==> config.mk <==
export PLATFORM = sky130hd
export DESIGN_NAME = ebi_core
export DESIGN_NICKNAME = d
export VERILOG_FILES = /design/src/core/ebi_pkg.sv /design/src/core/ebi_fifo.sv /design/src/core/ebi_core.sv
export SDC_FILE = /design/constraint.sdc
export NUM_CORES = 1
export LEC_CHECK = 0
export BUFFER_PORTS_ARGS = -buffer_cell sky130_fd_sc_hd__buf_2
export CAP_MARGIN = 30
export CELL_PAD_IN_SITES_DETAIL_PLACEMENT = 0
export CELL_PAD_IN_SITES_GLOBAL_PLACEMENT = 2
export CORE_MARGIN = 3
export CORE_UTILIZATION = 44
export DETAILED_ROUTE_END_ITERATION = 12
export GPL_TIMING_DRIVEN = 0
export HOLD_SLACK_MARGIN = 0.12
export PLACE_DENSITY = 0.82
export RECOVER_POWER = 25
export SYNTH_ARGS = -nofsm -noshare
export SYNTH_HDL_FRONTEND = slang
export SYNTH_SLANG_ARGS = --single-unit
==> constraint.sdc <==
create_clock -name clock_i -period 4.4 [get_ports clock_i]
set_input_delay 0.88 -clock clock_i [delete_from_list [all_inputs] [get_ports clock_i]]
set_output_delay 0.88 -clock clock_i [all_outputs]
set_load 0.02 [all_outputs]
==> src/core/ebi_pkg.sv <==
// Package of constants and types for the external bus interface
package ebi_pkg;
	localparam int ADDR_W = 20;
	localparam int DATA_W = 16;
	localparam int AREA_N = 4;
	localparam int FIFO_DEPTH = 8;
	// Request word: write flag, address, data
	localparam int REQ_W = 1 + ADDR_W + DATA_W;
	localparam int REQ_WR_POS = REQ_W - 1;
	localparam int REQ_ADDR_LSB = DATA_W;
	// Area decode uses the two top address bits
	localparam int AREA_LSB = ADDR_W - 2;
	// Timing
	localparam int CLK_MHZ = 50;
	localparam int ALE_NS = 20;
	localparam int ALE_CYC = (ALE_NS * CLK_MHZ + 999) / 1000;
	localparam int STROBE_NS = 40;
	localparam int STROBE_CYC = (STROBE_NS * CLK_MHZ + 999) / 1000;
	localparam int CNT_W = 4;
	// Register map
	localparam logic [3:0] REG_CTRL = 4'h0;
	localparam logic [3:0] REG_STAT = 4'h4;
	localparam logic [3:0] REG_RDATA = 4'h8;
	localparam logic [7:0] CTRL_RESET = 8'h00;
	localparam int CTRL_MUX_POS = 0;
	localparam int CTRL_ALT_POS = 1;
	localparam int CTRL_EN_POS = 2;
	typedef enum logic [2:0] {
		EBI_IDLE = 3'b000,
		EBI_ADDR = 3'b001,
		EBI_STRB = 3'b010,
		EBI_WAIT = 3'b011,
		EBI_DONE = 3'b100
	} ebi_state_e;
endpackage

==> src/core/ebi_fifo.sv <==
// Request FIFO with parameterised width and depth
module ebi_fifo #(
	parameter int WIDTH = 8,
	parameter int DEPTH = 8
) (
	input wire logic clock_i,
	input wire logic rst_b_i,
	input wire logic in_valid_i,
	output logic in_ready_o,
	input wire logic [WIDTH-1:0] in_data_i,
	output logic out_valid_o,
	input wire logic out_ready_i,
	output logic [WIDTH-1:0] out_data_o
);
	localparam int PW = $clog2(DEPTH);
	logic [WIDTH-1:0] mem [DEPTH];
	logic [PW:0] wr_ptr_reg;
	logic [PW:0] rd_ptr_reg;
	wire full = (wr_ptr_reg[PW] != rd_ptr_reg[PW]) && (wr_ptr_reg[PW-1:0] == rd_ptr_reg[PW-1:0]);
	wire empty = wr_ptr_reg == rd_ptr_reg;
	wire push = in_valid_i && !full;
	wire pop = out_ready_i && !empty;
	assign in_ready_o = !full;
	assign out_valid_o = !empty;
	assign out_data_o = mem[rd_ptr_reg[PW-1:0]];
	always_ff @(posedge clock_i) begin
		if (push) begin
			mem[wr_ptr_reg[PW-1:0]] <= in_data_i;
		end
	end
	always_ff @(posedge clock_i or negedge rst_b_i) begin
		if (!rst_b_i) begin
			wr_ptr_reg <= '0;
			rd_ptr_reg <= '0;
		end else begin
			if (push) wr_ptr_reg <= wr_ptr_reg + 1'b1;
			if (pop) rd_ptr_reg <= rd_ptr_reg + 1'b1;
		end
	end
endmodule

==> src/core/ebi_core.sv <==
// External bus interface: bus cycle sequencer and control registers
// ****************************************************************
// What this block does
// RL1: Width select low gives 16-bit data bus, high gives 8-bit bus.
// RL2: Processor-mode pin low starts single-chip; high starts external bus mode.
// RL3: Separate bus carries the low data byte on lines 0 to 7.
// RL4: Upper data lines 8 to 15 used only on 16-bit separate bus.
// RL5: Drive twenty address outputs, bits 0 to 19.
// RL6: 8-bit multiplexed: shared lines carry address 0-7, then data 0-7.
// RL7: 16-bit multiplexed: shared lines carry address 1-8, then data 0-7.
// RL8: Four active-low area selects; the accessed area's select goes low.
// RL9: 16-bit split-strobe write to even address drives low-byte strobe low.
// RL10: Split-strobe write to odd address drives high-byte strobe low; on an 8-bit bus here it drives the low-byte strobe instead.
// RL11: Read data while the active-low read strobe is held low.
// RL12: Alternate scheme: single write strobe plus byte-high enable for odd accesses.
// RL13: Software selects the alternate strobe scheme with an 8-bit bus.
// RL14: Drive address latch enable so external logic can capture the address.
// RL15: Hold request unsupported; its input stays pulled high externally.
// RL16: Hold acknowledge goes low whenever in a bus hold state.
// RL17: Insert wait states while the ready input is held low.
// RL18: Latch enable high in address phase, low before shared lines turn data; here it falls on the same edge.
// ****************************************************************
//
// Implementation choices: strobed register access and the placing of the registers.
module ebi_core #(
	parameter int FIFO_D = ebi_pkg::FIFO_DEPTH
) (
	input wire logic clock_i,
	input wire logic rst_b_i,
	input wire logic [3:0] reg_addr_i,
	input wire logic [7:0] reg_wdata_i,
	input wire logic reg_wr_i,
	input wire logic reg_rd_i,
	output logic [15:0] reg_rdata_o,
	input wire logic req_valid_i,
	output logic req_ready_o,
	input wire logic req_write_i,
	input wire logic [ebi_pkg::ADDR_W-1:0] req_addr_i,
	input wire logic [ebi_pkg::DATA_W-1:0] req_wdata_i,
	output logic rsp_valid_o,
	output logic [ebi_pkg::DATA_W-1:0] rsp_rdata_o,
	input wire logic byte_mode_i,
	input wire logic processor_mode_pin_i,
	output logic [ebi_pkg::ADDR_W-1:0] addr_o,
	input wire logic [ebi_pkg::DATA_W-1:0] data_i,
	output logic [ebi_pkg::DATA_W-1:0] data_o,
	output logic [ebi_pkg::DATA_W-1:0] data_oe_o,
	output logic [ebi_pkg::AREA_N-1:0] area_select_n_o,
	output logic low_byte_write_strobe_n_o,
	output logic high_byte_write_strobe_n_o,
	output logic read_strobe_n_o,
	output logic addr_latch_en_o,
	input wire logic hold_req_n_i,
	output logic hold_acknowledge_n_o,
	input wire logic ready_n_i,
	output logic ext_mode_o
);
	import ebi_pkg::*;
	// ****************************************************************
	// Control register and mode strap
	// ****************************************************************
	logic [7:0] ctrl_reg;
	logic strap_done_reg;
	logic ext_mode_reg;
	logic [15:0] rdata_reg;
	logic [DATA_W-1:0] last_rd_reg;
	wire ctrl_mux = ctrl_reg[CTRL_MUX_POS];
	// With an 8-bit bus, software is expected to pick the alternate scheme
	wire ctrl_alt = ctrl_reg[CTRL_ALT_POS]; // [RL13]
	wire ctrl_en = ctrl_reg[CTRL_EN_POS];
	wire sel_ctrl = reg_addr_i == REG_CTRL;
	wire sel_stat = reg_addr_i == REG_STAT;
	wire sel_rdat = reg_addr_i == REG_RDATA;
	ebi_state_e state_reg;
	ebi_state_e state_next;
	wire busy = state_reg != EBI_IDLE;
	wire [15:0] stat_word = {11'h000, byte_mode_i, ready_n_i, ext_mode_reg, busy, ctrl_en};
	wire [15:0] rd_mux = sel_ctrl ? {8'h00, ctrl_reg} :
		sel_stat ? stat_word :
		sel_rdat ? last_rd_reg : 16'h0000;
	always_ff @(posedge clock_i or negedge rst_b_i) begin
		if (!rst_b_i) begin
			ctrl_reg <= CTRL_RESET;
			rdata_reg <= 16'h0000;
		end else begin
			if (reg_wr_i && sel_ctrl) ctrl_reg <= reg_wdata_i;
			rdata_reg <= reg_rd_i ? rd_mux : 16'h0000;
		end
	end
	assign reg_rdata_o = rdata_reg;
	// Mode pin caught on the first edge after reset release, not by the reset
	always_ff @(posedge clock_i or negedge rst_b_i) begin
		if (!rst_b_i) begin
			strap_done_reg <= 1'b0;
			ext_mode_reg <= 1'b0;
		end else if (!strap_done_reg) begin
			strap_done_reg <= 1'b1;
			ext_mode_reg <= processor_mode_pin_i; // [RL2]
		end
	end
	assign ext_mode_o = ext_mode_reg;
	// ****************************************************************
	// Request FIFO
	// ****************************************************************
	logic fifo_valid;
	logic [REQ_W-1:0] fifo_data;
	wire take = (state_reg == EBI_IDLE) && fifo_valid && ext_mode_reg && ctrl_en;
	ebi_fifo #(
		.WIDTH(REQ_W),
		.DEPTH(FIFO_D)
	) u_fifo (
		.clock_i(clock_i),
		.rst_b_i(rst_b_i),
		.in_valid_i(req_valid_i),
		.in_ready_o(req_ready_o),
		.in_data_i({req_write_i, req_addr_i, req_wdata_i}),
		.out_valid_o(fifo_valid),
		.out_ready_i(take),
		.out_data_o(fifo_data)
	);
	// ****************************************************************
	// Bus cycle sequencer
	// ****************************************************************
	logic [CNT_W-1:0] cnt_reg;
	logic wr_reg;
	logic [ADDR_W-1:0] a_reg;
	logic [DATA_W-1:0] d_reg;
	wire [DATA_W-1:0] bus_rd;
	wire odd = a_reg[0];
	wire [1:0] area = a_reg[AREA_LSB +: 2];
	wire cnt_zero = cnt_reg == '0;
	always_comb begin
		state_next = state_reg;
		case (state_reg)
			EBI_IDLE: begin
				if (take) state_next = ctrl_mux ? EBI_ADDR : EBI_STRB;
			end
			EBI_ADDR: begin
				if (cnt_zero) state_next = EBI_STRB;
			end
			EBI_STRB: begin
				if (cnt_zero) state_next = EBI_WAIT;
			end
			EBI_WAIT: begin
				if (!ready_n_i) state_next = EBI_WAIT; // [RL17]
				else state_next = EBI_DONE;
			end
			EBI_DONE: begin
				state_next = EBI_IDLE;
			end
			default: begin
				state_next = EBI_IDLE;
			end
		endcase
	end
	always_ff @(posedge clock_i or negedge rst_b_i) begin
		if (!rst_b_i) begin
			state_reg <= EBI_IDLE;
			cnt_reg <= '0;
			wr_reg <= 1'b0;
			a_reg <= '0;
			d_reg <= '0;
			last_rd_reg <= '0;
			rsp_valid_o <= 1'b0;
			rsp_rdata_o <= '0;
		end else begin
			state_reg <= state_next;
			rsp_valid_o <= 1'b0;
			if (take) begin
				wr_reg <= fifo_data[REQ_WR_POS];
				a_reg <= fifo_data[REQ_ADDR_LSB +: ADDR_W];
				d_reg <= fifo_data[DATA_W-1:0];
				cnt_reg <= ctrl_mux ? CNT_W'(ALE_CYC - 1) : CNT_W'(STROBE_CYC - 1);
			end else if (state_reg == EBI_ADDR && cnt_zero) begin
				cnt_reg <= CNT_W'(STROBE_CYC - 1);
			end else if (!cnt_zero) begin
				cnt_reg <= cnt_reg - 1'b1;
			end
			// Sample at the end of the strobe, once ready has released
			if (state_reg == EBI_WAIT && ready_n_i) begin
				rsp_valid_o <= 1'b1;
				rsp_rdata_o <= wr_reg ? '0 : bus_rd;
				if (!wr_reg) last_rd_reg <= bus_rd; // [RL11]
			end
		end
	end
	// ****************************************************************
	// Pin drive
	// ****************************************************************
	wire active = state_reg == EBI_STRB || state_reg == EBI_WAIT;
	wire in_cycle = busy && state_reg != EBI_DONE;
	wire addr_ph = state_reg == EBI_ADDR;
	wire wide = !byte_mode_i; // [RL1]
	// Multiplexed address rides lines 0-7; 16-bit mode shifts by one
	wire [7:0] mux_addr = wide ? a_reg[8:1] : a_reg[7:0]; // [RL6] [RL7]
	wire [7:0] lo_byte = (!wide || !odd) ? d_reg[7:0] : d_reg[15:8];
	assign bus_rd = (wide && !ctrl_mux) ? data_i : {8'h00, data_i[7:0]}; // [RL3]
	always_comb begin
		data_o = '0;
		data_oe_o = '0;
		if (addr_ph) begin
			data_o[7:0] = mux_addr;
			data_oe_o[7:0] = 8'hFF;
		end else if (active && wr_reg) begin
			data_o[7:0] = (wide && !ctrl_mux) ? d_reg[7:0] : lo_byte; // [RL3]
			data_oe_o[7:0] = 8'hFF;
			if (wide && !ctrl_mux) begin
				data_o[15:8] = d_reg[15:8]; // [RL4]
				data_oe_o[15:8] = 8'hFF;
			end
		end
	end
	assign addr_o = in_cycle ? a_reg : '0; // [RL5]
	assign area_select_n_o = in_cycle ? ~(AREA_N'(1) << area) : '1; // [RL8]
	// Latch enable falls on the same edge that switches the shared lines to data
	assign addr_latch_en_o = addr_ph; // [RL14] [RL18]
	wire wstb = active && wr_reg;
	// Split scheme: even to low strobe, odd to high strobe on a 16-bit bus, to low strobe on an 8-bit bus
	// Alternate: low pin is the single write strobe, high pin is byte-high enable
	assign low_byte_write_strobe_n_o = ctrl_alt ? !wstb : !(wstb && (!odd || !wide)); // [RL9] [RL12]
	assign high_byte_write_strobe_n_o = ctrl_alt ? !(in_cycle && odd) : !(wstb && odd && wide); // [RL10] [RL12]
	assign read_strobe_n_o = !(active && !wr_reg); // [RL11]
	// Hold request is not served, so the bus never enters hold
	assign hold_acknowledge_n_o = 1'b1; // [RL15] [RL16]
endmodule

## Word level (Yosys, flattened, before mapping)

Memory sizes are Yosys's and may differ from the RTL's. A register that Yosys moved wholly into a read port is not among the register bits.
Index checks and enable logic that the tools add are counted.

| word-level totals | value |
|---|---|
| latch bits | 0 |
| logic and storage cells | 102 |
| memories kept | 1 |
| register bits after elaboration | 74 |
| ROM bits | 0 |
| memory bits (writable) | 296 |
| input bits | 74 |

Memory list:

| name | words | bits a word | read ports | clocked after memory_dff | wr ports | line | RTL |
|---|---|---|---|---|---|---|---|
| u_fifo.mem | 8 | 37 | 1 | 1 | 1 | ebi_fifo.sv:16 | `logic [WIDTH-1:0] mem [DEPTH];` |

| cells by class | value |
|---|---|
| multipliers | 0 |
| div/mod/pow operators | 0 |
| magnitude comparators | 0 |
| shift operators | 1 |
| $add $sub $neg | 3 |
| bitwise operators | 2 |
| mux-type cells | 34 |
| reduce and logical (&&, ||, !) cells | 37 |
| equal/unequal tests | 13 |

Operators by type and width:

| cell | number |
|---|---|
| two-way mux 16 bit | 8 |
| two-way mux 8 bit | 9 |
| two-way mux 20 bit | 1 |
| logical AND 1 bit | 17 |
| two-way mux 4 bit | 4 |
| zero test 1 bit | 12 |
| two-way mux 3 bit | 4 |
| one-hot mux 3 bit (4 select lines) | 1 |
| adder 4 x 1 -> 4 bit, second input constant | 2 |
| zero test 4 bit | 2 |
| == test 3 x 2 -> 1 bit, second input constant | 2 |
| two-way mux 1 bit | 6 |
| == test 4 x 3 -> 1 bit, second input constant | 1 |
| == test 4 bit | 1 |
| == test 4 bit, second input constant | 1 |
| inequality test 2 x 1 -> 1 bit, second input constant | 2 |
| inverter 4 bit | 1 |
| left shift 1 x 2 -> 4 bit, first input constant | 1 |
| subtractor 4 x 1 -> 4 bit, second input constant | 1 |
| == test 3 x 1 -> 1 bit, second input constant | 1 |
| == test 3 bit | 1 |
| zero test 3 bit | 1 |
| inequality test 3 x 1 -> 1 bit, second input constant | 1 |
| inequality test 3 bit, second input constant | 1 |
| 8 further kinds | 9 |

## Longest topological paths before layout

Gate-level depths: netlist of run 1.

| logic depth | value |
|---|---|
| word-level depth | 7 |
| mapped depth | 7 |

## Cells and area by module

Synthesis of run 1 repeated with hierarchy kept, for this count alone.

| unflattened totals | value |
|---|---|
| cells, all modules | 867 |
| area, all modules | 16497.1 µm² |

By module, submodules not included:

| module | cells an instance | times used | area each (µm²) |
|---|---|---|---|
| ebi_fifo | 491 | 1 | 11795.1 |
| ebi_core | 376 | 1 | 4702.0 |

## Worst setup path after synthesis of run 1

OpenSTA, ideal clock, no wires.

| timing | value |
|---|---|
| path kind | register to register |
| start point | register u_fifo.rd_ptr_reg[0] |
| end point | memory u_fifo.mem[0][0] (netlist bit), enable pin |
| required time | 3923 ps |
| arrival time | 3673 ps |
| stages on the path, launching flop included | 6 |
| setup slack | 250 ps |
| path buffers | 1 |
| setup time | 477 ps |
| period minus slack after synthesis | 4150 ps |
| cell sequence | dfrtp_1 -> buf_6 -> xnor2_1 -> nand4_1 -> nand3b_1 -> nor3_1 |

| between the ends | value |
|---|---|
| longest elaborated chain between the ends | 6 |

RTL lines:

| element | line | RTL |
|---|---|---|
| from (decl) | ebi_fifo.sv:18 | `logic [PW:0] rd_ptr_reg;` |
| from (signal assigned) | ebi_fifo.sv:37 | `if (pop) rd_ptr_reg <= rd_ptr_reg + 1'b1;` |
| == test 3 bit | ebi_fifo.sv:19 | `wire full = (wr_ptr_reg[PW] != rd_ptr_reg[PW]) && (wr_ptr_reg[PW-1:0] == rd_ptr_reg[PW-1:0]);` |
| logical AND 1 bit | ebi_fifo.sv:19 |  |
| zero test 1 bit | - |  |
| named net req_ready_o | ebi_core.sv:36 | `output logic req_ready_o,` |
| logical AND 1 bit | ebi_fifo.sv:21 | `wire push = in_valid_i && !full;` |
| two-way mux 1 bit | ebi_fifo.sv:27 | `if (push) begin` |
| two-way mux 1 bit (not written as such) | ebi_fifo.sv:28 | `mem[wr_ptr_reg[PW-1:0]] <= in_data_i;` |
| to (decl) | ebi_fifo.sv:16 |  |

The timed path passes the listed nets, and every way through them passes these cells.

## Final worst setup path of run 1

| timing | value |
|---|---|
| start point | register ctrl_reg[0] |
| end point | output data_o[1] (netlist bit) |

| between the ends | value |
|---|---|
| longest elaborated chain between the ends | 5 |

RTL lines:

| element | line | RTL |
|---|---|---|
| from (decl) | ebi_core.sv:62 | `logic [7:0] ctrl_reg;` |
| from (signal assigned) | ebi_core.sv:86 | `if (reg_wr_i && sel_ctrl) ctrl_reg <= reg_wdata_i;` |
| zero test 1 bit | ebi_core.sv:205 | `data_o[7:0] = (wide && !ctrl_mux) ? d_reg[7:0] : lo_byte;` |
| logical AND 1 bit | ebi_core.sv:205 |  |
| two-way mux 8 bit | ebi_core.sv:205 |  |
| two-way mux 16 bit | ebi_core.sv:204 | `end else if (active && wr_reg) begin` |
| two-way mux 8 bit | ebi_core.sv:201 | `if (addr_ph) begin` |
| to (decl) | ebi_core.sv:46 | `output logic [ebi_pkg::DATA_W-1:0] data_o,` |

No other way between the ends.

==> results.toml, run 1 <==
[run_status]
run_status = "finished clean"

[clock_network]
cts_buffers = 42
root_buffer = "clkbuf_16"
cts_setup_buffers = 0
tritoncts = "done"
cts_resized = 0
insertion_delay_ns = 0.56
cts_max_level = 2
clk_pin_slew_worst_paths_ns = 0.06
cts.sinks = 407
cts_buffer_depth = 3
cts_hold_buf = 0

[placement]
pre_cts_ws_ns = 0.787
hpwl_um = 25200
placed_area_mm2 = 0.0181
gp_congestion = 0.775
port_buffers = 166
numPlacedInstances = 1505

[power_and_ir_drop]
vdd_drop_max_v = 0.000375
intPower_mw = 8.98
sw_frac_of_total_pct = 31.7
power_density_mw_per_mm2 = 677
p_seq_share_pct = 40.6
power.static_leakage_nw = 7.44
combPwrFrac_pct = 33.6
p_sw_mw = 4.16
clkPwrFrac_pct = 25.8

[setup_path]
cp.required_ns = 3.52
regToRegSetupSlack_ns = 1.54
worstRegToRegCells = 6
cp-end-kind = "output port"
reg2reg_to = "a_reg[2]$_DFFE_PN0P_"
critPathArrivalTime_ns = 2.82
startpoint_type = "flop"
crit_start = "ctrl_reg[0]$_DFFE_PN0P_"
r2r-start = "u_fifo.rd_ptr_reg[1]$_DFFE_PN0P_"
critPathKind = "flop to output port"
cp_max_fo = 8
cp-endpoint = "data_o[1]"

[floorplanning]
num_rows = 69
chipWidth_um = 199
dieArea_mm2 = 0.0394
core_mm2 = 0.0361
initial_core_util_pct = 45.2
ios = 170
die_h_um = 199

[timing]
layout_setup_ws_ns = 0.703
fin_crit_sh_pct = 84.0
hold_viol = 0
slew_viol_final = 0
finalSetupViolCount = 0
max-slew-margin-rel_pct = 42.0
worst_pin_slew_ns = 0.870
period_minus_slack_ns = 3.70
fin_tns_setup_ns = 0
fmax_ghz = 0.271
rsz0062_at_grt = "no"
skew_ns = 0.0294

[route]
drtPass1Iterations = 7
wirelength_um = 37600
vias = 8561
vias_per_cell = 5.40
drtIter0Drc = 673
routedWlPerCell_um = 23.8
drc = 0
antenna_left = 0

[worst_hold_path]
hold_path.class = "input pin to asynchronous set/reset pin"

[synthesis]
ys_seq_area_share_pct = 71.5
ys_warn_count = 0
synth-main-ff-cell = "edfxtp_1"
avgSynthCellArea_um2 = 19.0
synth_area_mm2 = 0.0163
synthCells = 857
synth_cell_types = 52
ys_ff_latch = 407
synth_edf_count = 296
synthArstFlopShare_pct = 27.3

[layout]
drive_gt1_share_pct = 37.1
multi_input_area_mm2 = 0.00425
finalNonFillerCells = 1584
final_area_mm2 = 0.0194
nFillCells = 2832
layout_common_cells = "296 x edfxtp_1, 146 x buf_2, 111 x dfrtp_1"
regArea_mm2 = 0.0117
area_delta_synth_final_pct = 19.1
utilization_pct = 53.8
largest_register_ffs = 296
final_common_cell = "edfxtp_1"
nets = 1165

[grt]
grt_pass1_vias = 8874
grt_overflow = 0
grt_usage_pct = 19.3
antenna_found_initial = 3
grt_pass1_wl_um = 56200
grt_max_degree = 63

[run]
maxCapViolCount = 0
==> layer usage <==
metal | vias to the layer above | share of wire (%) | GRT usage, %
met1 | 4404 | 45 | 28.4
met3 | 56 | 7.4 | 3.84
met4 | 6 | 1.7 | 4.76
met2 | 299 | 46 | 30.2
li1 | 3796 | - | -
met5 | - | 0.10 | 0
==> stage by stage <==
step                hold slack [ns]  power (mW)
floorplan                     0.438        8.33
global placement              0.450        9.71
detailed placement            0.454        9.88
CTS                           0.327        13.3
global route                  0.356        13.8
finish                        0.331        13.1
==> final cells by class <==
| type | count | share of cell area [%] |
|---|---|---|
| sequential | 407 | 60.0 |
| multi-input combinational | 380 | 21.9 |
| timing repair buffer | 186 | 5.91 |
| clock buffer | 58 | 5.87 |
| tap | 461 | 2.97 |
| buffer | 59 | 2.10 |
| clock inverter | 19 | 0.960 |
| inverter | 12 | 0.232 |
| antenna | 2 | 0.0258 |
==> Yosys cell counts (2+ instances only) <==
cell type	number	area, µm²
mux2i_1	19	190
nor3_1	8	40.0
edfxtp_1	296	8890
a22o_1	16	140
nand3_1	3	15.0
nand2b_1	5	31.3
o21ai_0	9	45.0
clkbuf_1	18	67.6
buf_2	12	60.1
inv_1	12	45.0
nor2b_1	5	31.3
dfrtp_1	111	2780
ha_1	3	37.5
mux4_2	69	1550
mux4_1	5	131
mux2_2	44	495
mux2_1	4	45.0
buf_12	5	100
and2_1	35	219
nand3b_1	2	15.0
buf_6	4	45.0
a32o_1	4	40.0
nand2_1	45	169
nand4_1	2	12.5
buf_4	16	120
o22ai_1	12	75.1
nor3b_1	4	30.0
mux2_4	36	541
nor2_1	16	60.1
xnor2_1	8	70.1
or2_2	2	12.5
buf_1	4	15.0
xor2_1	4	35.0
==> critical path, cell delays in order (launching register included) <==
cell and delay [ns]:
dfrtp_1 0.36, clkbuf_1 0.22, nand3b_1 0.15, clkbuf_1 0.66, mux2i_1 0.27, o22ai_1 0.37, buf_2 0.24
==> cells by family after synthesis <==
group | Yosys count | synth area share, %
xor+xnor | 12 | 0.644
simple gates | 136 | 4.42
mux | 177 | 18.1
flops | 407 | 71.5
other cells | 1 | 0.0230
fa+ha+maj | 3 | 0.230
compound gates | 50 | 2.29
buf+inv | 71 | 2.78
==> how the worst min path moves through the flow <==
stage | startpoint | endpoint | slack, ns | cells past startpoint
floorplan | last_rd_reg[1]$_DFFE_PN0P_ | last_rd_reg[1]$_DFFE_PN0P_ | 0.44 | 2
global placement | rsp_rdata_o[1]$_DFFE_PN0P_ | rsp_rdata_o[1]$_DFFE_PN0P_ | 0.45 | 2
detailed placement | rsp_rdata_o[2]$_DFFE_PN0P_ | rsp_rdata_o[2]$_DFFE_PN0P_ | 0.45 | 2
CTS | rst_b_i | rsp_rdata_o[8]$_DFFE_PN0P_ | 0.33 | 1
global route | rst_b_i | rsp_rdata_o[11]$_DFFE_PN0P_ | 0.36 | 1
finish | rst_b_i | rsp_rdata_o[10]$_DFFE_PN0P_ | 0.33 | 1
==> power by group through the flow <==
stage | clock [mW] | combinational [mW] | sequential [mW]
2_1_floorplan | 0 | 3.00 | 5.34
3_3_place_gp | 0 | 4.26 | 5.45
3_5_place_dp | 0 | 4.47 | 5.41
4_1_cts | 3.48 | 4.49 | 5.34
5_1_grt | 3.63 | 4.75 | 5.42
6_report | 3.39 | 4.41 | 5.34
Power figures use the tool's default switching activity.
==> inputs of run 2 (changes only) <==
--- a/config.mk
+++ b/config.mk
@@ -10,11 +10,11 @@
 export CELL_PAD_IN_SITES_DETAIL_PLACEMENT = 0
 export CELL_PAD_IN_SITES_GLOBAL_PLACEMENT = 2
 export CORE_MARGIN = 3
-export CORE_UTILIZATION = 44
+export CORE_UTILIZATION = 40
 export DETAILED_ROUTE_END_ITERATION = 12
 export GPL_TIMING_DRIVEN = 0
 export HOLD_SLACK_MARGIN = 0.12
-export PLACE_DENSITY = 0.82
+export PLACE_DENSITY = 0.78
 export RECOVER_POWER = 25
 export SYNTH_ARGS = -nofsm -noshare
 export SYNTH_HDL_FRONTEND = slang
==> constraint.sdc (replaced) <==
create_clock -name clock_i -period 3.2 [get_ports clock_i]
set_input_delay 0.64 -clock clock_i [delete_from_list [all_inputs] [get_ports clock_i]]
set_output_delay 0.64 -clock clock_i [all_outputs]
set_load 0.02 [all_outputs]
==> run 2 against run 1 <==
  * Final cell count increased by 3.7%
  * Power up 39%
  * Flip-flop and latch count unchanged
  * First-iteration DRC count fell by 20%
  * Clock skew is 0.015 ns lower
  * Clock-buffer cell count did not move
  * Register-to-register slack got worse by 1.3 ns
  * Critical path type unchanged
  * Highest routed layer unchanged
==> results.toml, run 2 (synthesized netlist as in run 1, its figures left out) <==
[setup_path]
worstRegToRegCells = 7
critPathArrivalTime_ns = 2.42
critPathMaxStageDelay_ns = 0.42
crit_buf_inv = 4
reg2reg_to = "u_fifo.mem[0][16]$_DFFE_PP_"
crit_family = "buffers and inverters"
cp-endpoint = "addr_o[8]"
critPathKind = "flop to output port"
worstPathCellList = "buf_2 -> or2_2 -> clkbuf_1 -> buf_2 -> and2_1 -> buf_2"
regToRegSetupSlack_ns = 0.27
crit_start = "state_reg[1]$_DFFE_PN0P_"
r2r-start = "u_fifo.rd_ptr_reg[1]$_DFFE_PN0P_"
cp_max_fo = 10
cp.required_ns = 2.56
startpoint_type = "flop"
crit_cells = 6
cp-end-kind = "output port"
slowest_stage = "buf_2"
critPathMostFrequentCell = "buf_2"

[route]
drc = 0
wirelength_um = 38000
drtIter0Drc = 537
drtPass1Iterations = 5
vias = 8431
vias_per_cell = 5.13
routedWlPerCell_um = 23.1
antenna_left = 0

[layout]
final_area_mm2 = 0.0195
largest_register_ffs = 296
nets = 1161
nFillCells = 3405
finalNonFillerCells = 1643
drive_gt1_share_pct = 36.9
n_antenna_cell = 0
area_delta_synth_final_pct = 19.7
layout_common_cells = "296 x edfxtp_1, 145 x buf_2, 111 x dfrtp_1"
utilization_pct = 48.8
final_common_cell = "edfxtp_1"

[grt]
grt_max_degree = 60
grt_usage_pct = 17.7
grt_overflow = 0
grt_pass1_wl_um = 57500
antenna_found_initial = 5
grt_pass1_vias = 8853

[clock_network]
cts.sinks = 407
cts_buffer_depth = 3
root_buffer = "clkbuf_16"
insertion_delay_ns = 0.57
cts_buffers = 43
tritoncts = "done"
clk_pin_slew_worst_paths_ns = 0.06
cts_max_level = 2

[worst_hold_path]
min_from = "data_i[4]"
whs_path_depth = 3
hold_path.class = "input pin to flop"

[timing]
slew_viol_final = 0
skew_ns = 0.0144
fin_tns_setup_ns = 0
hold_ws_ns = 0.304
rsz0062_at_grt = "no"
worst_pin_slew_ns = 0.848
max-slew-margin-rel_pct = 43.3
finalSetupViolCount = 0
hold_viol = 0
fin_crit_sh_pct = 95.7
period_minus_slack_ns = 3.06
fmax_ghz = 0.327

[placement]
gp_congestion = 0.754
numPlacedInstances = 1563
port_buffers = 166
hpwl_um = 25100
placed_area_mm2 = 0.0182

[floorplanning]
initial_core_util_pct = 40.8
num_rows = 73
ios = 170
dieArea_mm2 = 0.0432
die_h_um = 208
core_mm2 = 0.0400
chipWidth_um = 208

[power_and_ir_drop]
vdd_drop_max_v = 0.000571
power_density_mw_per_mm2 = 935
power.static_leakage_nw = 7.45

[run]
maxCapViolCount = 0

[run_status]
run_status = "finished clean"
run 2: worst min-delay path, cell delays in order:
cell     delay [ns]
buf_2          0.08
nand2_1        0.05
nand2_1        0.06
run 2: cell type report:
| type | instances | area (µm²) | area share, % |
|---|---|---|---|
| tap | 525 | 657 | 3.36 |
| clock inverter | 21 | 218 | 1.11 |
| multi-input combinational | 380 | 4270 | 21.9 |
| inverter | 12 | 45.0 | 0.231 |
| buffer | 57 | 403 | 2.06 |
| clock buffer | 58 | 1160 | 5.95 |
| timing repair buffer | 183 | 1110 | 5.67 |
| sequential | 407 | 11700 | 59.7 |
run 2: power breakdown:
group | internal, mW | total (mW) | switching [mW]
sequential | 6.80 | 7.34 | 0.540
clock | 2.88 | 4.89 | 2.01
combinational | 2.86 | 6.03 | 3.17
total | 12.5 | 18.3 | 5.72
run 2: how the worst min path moves through the flow:
stage	slack (ns)	end
2_1_floorplan	0.34	a_reg[0]$_DFFE_PN0P_
3_3_place_gp	0.45	rsp_rdata_o[2]$_DFFE_PN0P_
3_5_place_dp	0.45	rsp_rdata_o[7]$_DFFE_PN0P_
4_1_cts	0.27	rsp_rdata_o[4]$_DFFE_PN0P_
5_1_grt	0.30	ctrl_reg[3]$_DFFE_PN0P_
6_report	0.30	rsp_rdata_o[4]$_DFFE_PN0P_
run 2: what timing repair did:
action                                 CTS  global route
resized for setup                        3             2
setup buffers                            1             1
hold buffers                             1             0
pin swaps                                1             1
endpoints found under the hold margin   58             0
setup endpoints to repair               32             9
run 2: metal layers:
metal  share of wire [%]  vias to the layer above  track usage [%]
met5                0.20                        -                0
met4                 1.8                       10             4.70
met3                 6.1                       54             4.18
met2                  47                      239             27.8
met1                  45                     4341             25.1
li1                    -                     3787                -
run 2: metrics by stage:
step	setup slack [ns]	total power, mW
global placement	-1.98	13.3
finish	0.137	18.3
CTS	0.0118	18.5
global route	0.00889	19.2
floorplan	0.0351	11.5
detailed placement	0.265	13.6
==> inputs of run 3 (changes only) <==
--- a/config.mk
+++ b/config.mk
@@ -14,7 +14,7 @@
 export DETAILED_ROUTE_END_ITERATION = 12
 export GPL_TIMING_DRIVEN = 0
 export HOLD_SLACK_MARGIN = 0.12
-export PLACE_DENSITY = 0.78
+export PLACE_DENSITY_LB_ADDON = 0.1
 export RECOVER_POWER = 25
 export SYNTH_ARGS = -nofsm -noshare
 export SYNTH_HDL_FRONTEND = slang
==> run 3 against run 2 <==
  * Flip-flop and latch count stayed put
  * Cell area is 0.38% higher
  * Register-to-register slack better by 0.22 ns
  * Sequential power hardly changed
  * Sequential share of layout area is 0.22 points lower
  * Non-clock buffer count is 3 higher
  * Routed wire length is 3.9% higher
  * Critical path depth is 1 lower
  * Final cell count is 0.37% higher
  * Clock power is 2% lower
  * First-iteration DRC count is 11% lower
  * Die area stayed put
==> results.toml, run 3 (synthesized netlist as in run 1, its figures left out) <==
[setup_path]
cp_max_fo = 10
startpoint_type = "flop"
cp.required_ns = 2.56
critPathMaxStageDelay_ns = 0.49
crit_cells = 5
cp-end-kind = "output port"
r2r-start = "u_fifo.rd_ptr_reg[1]$_DFFE_PN0P_"
slowest_stage = "or3b_2"
worstPathCellList = "buf_2 -> or3b_2 -> clkbuf_1 -> o22ai_1 -> buf_2"
cp-endpoint = "data_o[5]"
crit_family = "buffers and inverters"
crit_buf_inv = 3
regToRegSetupSlack_ns = 0.49
worstRegToRegCells = 6
reg2reg_to = "u_fifo.mem[4][32]$_DFFE_PP_"
critPathArrivalTime_ns = 2.48
critPathMostFrequentCell = "buf_2"
crit_start = "state_reg[1]$_DFFE_PN0P_"
critPathKind = "flop to output port"

[worst_hold_path]
hold_path.class = "input pin to flop"

[timing]
fmax_ghz = 0.321
skew_ns = 0.0214
period_minus_slack_ns = 3.12
rsz0062_at_grt = "no"
worst_pin_slew_ns = 0.902
hold_viol = 0
layout_setup_ws_ns = 0.0812
max-slew-margin-rel_pct = 39.8
finalSetupViolCount = 0
fin_crit_sh_pct = 97.5
slew_viol_final = 0

[grt]
grt_pass1_vias = 8965
grt_usage_pct = 18.5
antenna_found_initial = 3
grt_overflow = 0
grt_pass1_wl_um = 59500
grt_max_degree = 83

[power_and_ir_drop]
clkPwrFrac_pct = 26.2
p_sw_mw = 5.80
power_density_mw_per_mm2 = 930
vdd_drop_max_v = 0.000404
power.static_leakage_nw = 7.49
finalPower_mw = 18.2
p_seq_share_pct = 40.2
sw_frac_of_total_pct = 31.8
combPwrFrac_pct = 33.6
intPower_mw = 12.4

[clock_network]
cts_max_level = 2
cts.sinks = 407
tritoncts = "done"
cts_buffers = 44
cts_buffer_depth = 3
insertion_delay_ns = 0.58
root_buffer = "clkbuf_16"
clk_pin_slew_worst_paths_ns = 0.06

[route]
routedWlPerCell_um = 23.9
drtIter0Drc = 479
wirelength_um = 39500
drtPass1Iterations = 4
antenna_left = 0
vias_per_cell = 5.15
drc = 0
vias = 8494

[layout]
nets = 1165
layout_common_cells = "296 x edfxtp_1, 146 x buf_2, 111 x dfrtp_1"
nFillCells = 3421
n_antenna_cell = 0
final_common_cell = "edfxtp_1"
final_area_mm2 = 0.0196
utilization_pct = 49.0
area_delta_synth_final_pct = 20.2
largest_register_ffs = 296
drive_gt1_share_pct = 37.1

[run_status]
run_status = "finished clean"

[run]
maxCapViolCount = 0

[floorplanning]
die_h_um = 208
dieArea_mm2 = 0.0432
core_mm2 = 0.0400
num_rows = 73
ios = 170
initial_core_util_pct = 40.8
chipWidth_um = 208

[placement]
gp_congestion = 0.744
pre_cts_ws_ns = 0.231
placed_area_mm2 = 0.0183
port_buffers = 166
hpwl_um = 26100
[run 3: repair_timing]
item                                    in CTS  in global routing
resized for setup                            3                  3
pin swaps                                    1                  0
buffers inserted                             1                  0
endpoints found under the setup margin      24                  8
hold buffers                                 1                  0
hold endpoints to repair                    29                  0
[run 3: routing by layer]
layer | track usage [%] | part of all wire (%) | vias to the layer above
met4 | 5.51 | 2.2 | 4
met1 | 25.7 | 45 | 4414
met2 | 29.8 | 48 | 212
met5 | 0 | 0.046 | -
li1 | - | - | 3803
met3 | 3.68 | 5.0 | 61
[run 3: worst min-delay path by stage]
| stage | from | end | slack, ns | depth (start not counted) |
|---|---|---|---|---|
| floorplan | rst_b_i | a_reg[0]$_DFFE_PN0P_ | 0.34 | 0 |
| global placement | rsp_rdata_o[1]$_DFFE_PN0P_ | rsp_rdata_o[1]$_DFFE_PN0P_ | 0.45 | 2 |
| detailed placement | rsp_rdata_o[1]$_DFFE_PN0P_ | rsp_rdata_o[1]$_DFFE_PN0P_ | 0.45 | 2 |
| CTS | data_i[2] | rsp_rdata_o[2]$_DFFE_PN0P_ | 0.25 | 3 |
| global route | reg_wdata_i[0] | ctrl_reg[0]$_DFFE_PN0P_ | 0.28 | 2 |
| finish | data_i[2] | rsp_rdata_o[2]$_DFFE_PN0P_ | 0.28 | 3 |
[run 3: area by class of cell]
type	instances	area [µm²]	share of cell area (%)
buffer	58	409	2.09
clock buffer	58	1150	5.88
clock inverter	24	194	0.989
inverter	12	45.0	0.230
multi-input combinational	380	4270	21.8
sequential	407	11700	59.5
tap	525	657	3.35
timing repair buffer	185	1210	6.16
[run 3: power groups by stage]
stage	clock (mW)	combinational (mW)	sequential [mW]
after floorplan	0	4.13	7.33
after global placement	0	5.98	7.49
after detailed placement	0	6.26	7.45
after CTS	4.93	6.29	7.35
after global routing	5.15	6.63	7.44
final	4.78	6.12	7.33
[run 3: stage by stage]
step           setup TNS (ns)  hold WS [ns]  cells
2_1_floorplan               0         0.344    858
3_3_place_gp          -519.14         0.446   1549
3_5_place_dp                0         0.454   1566
4_1_cts                     0         0.250   1649
5_1_grt                     0         0.278   1649
6_report                    0         0.282   1649
[run 3: worst reg2reg max path, cell delays in order (launching register included)]
cell,delay [ns]
dfrtp_1,0.35
clkbuf_1,0.25
xnor2_1,0.13
nand4_1,0.20
nand3b_1,0.35
nor2_4,0.83
buf_12,0.27
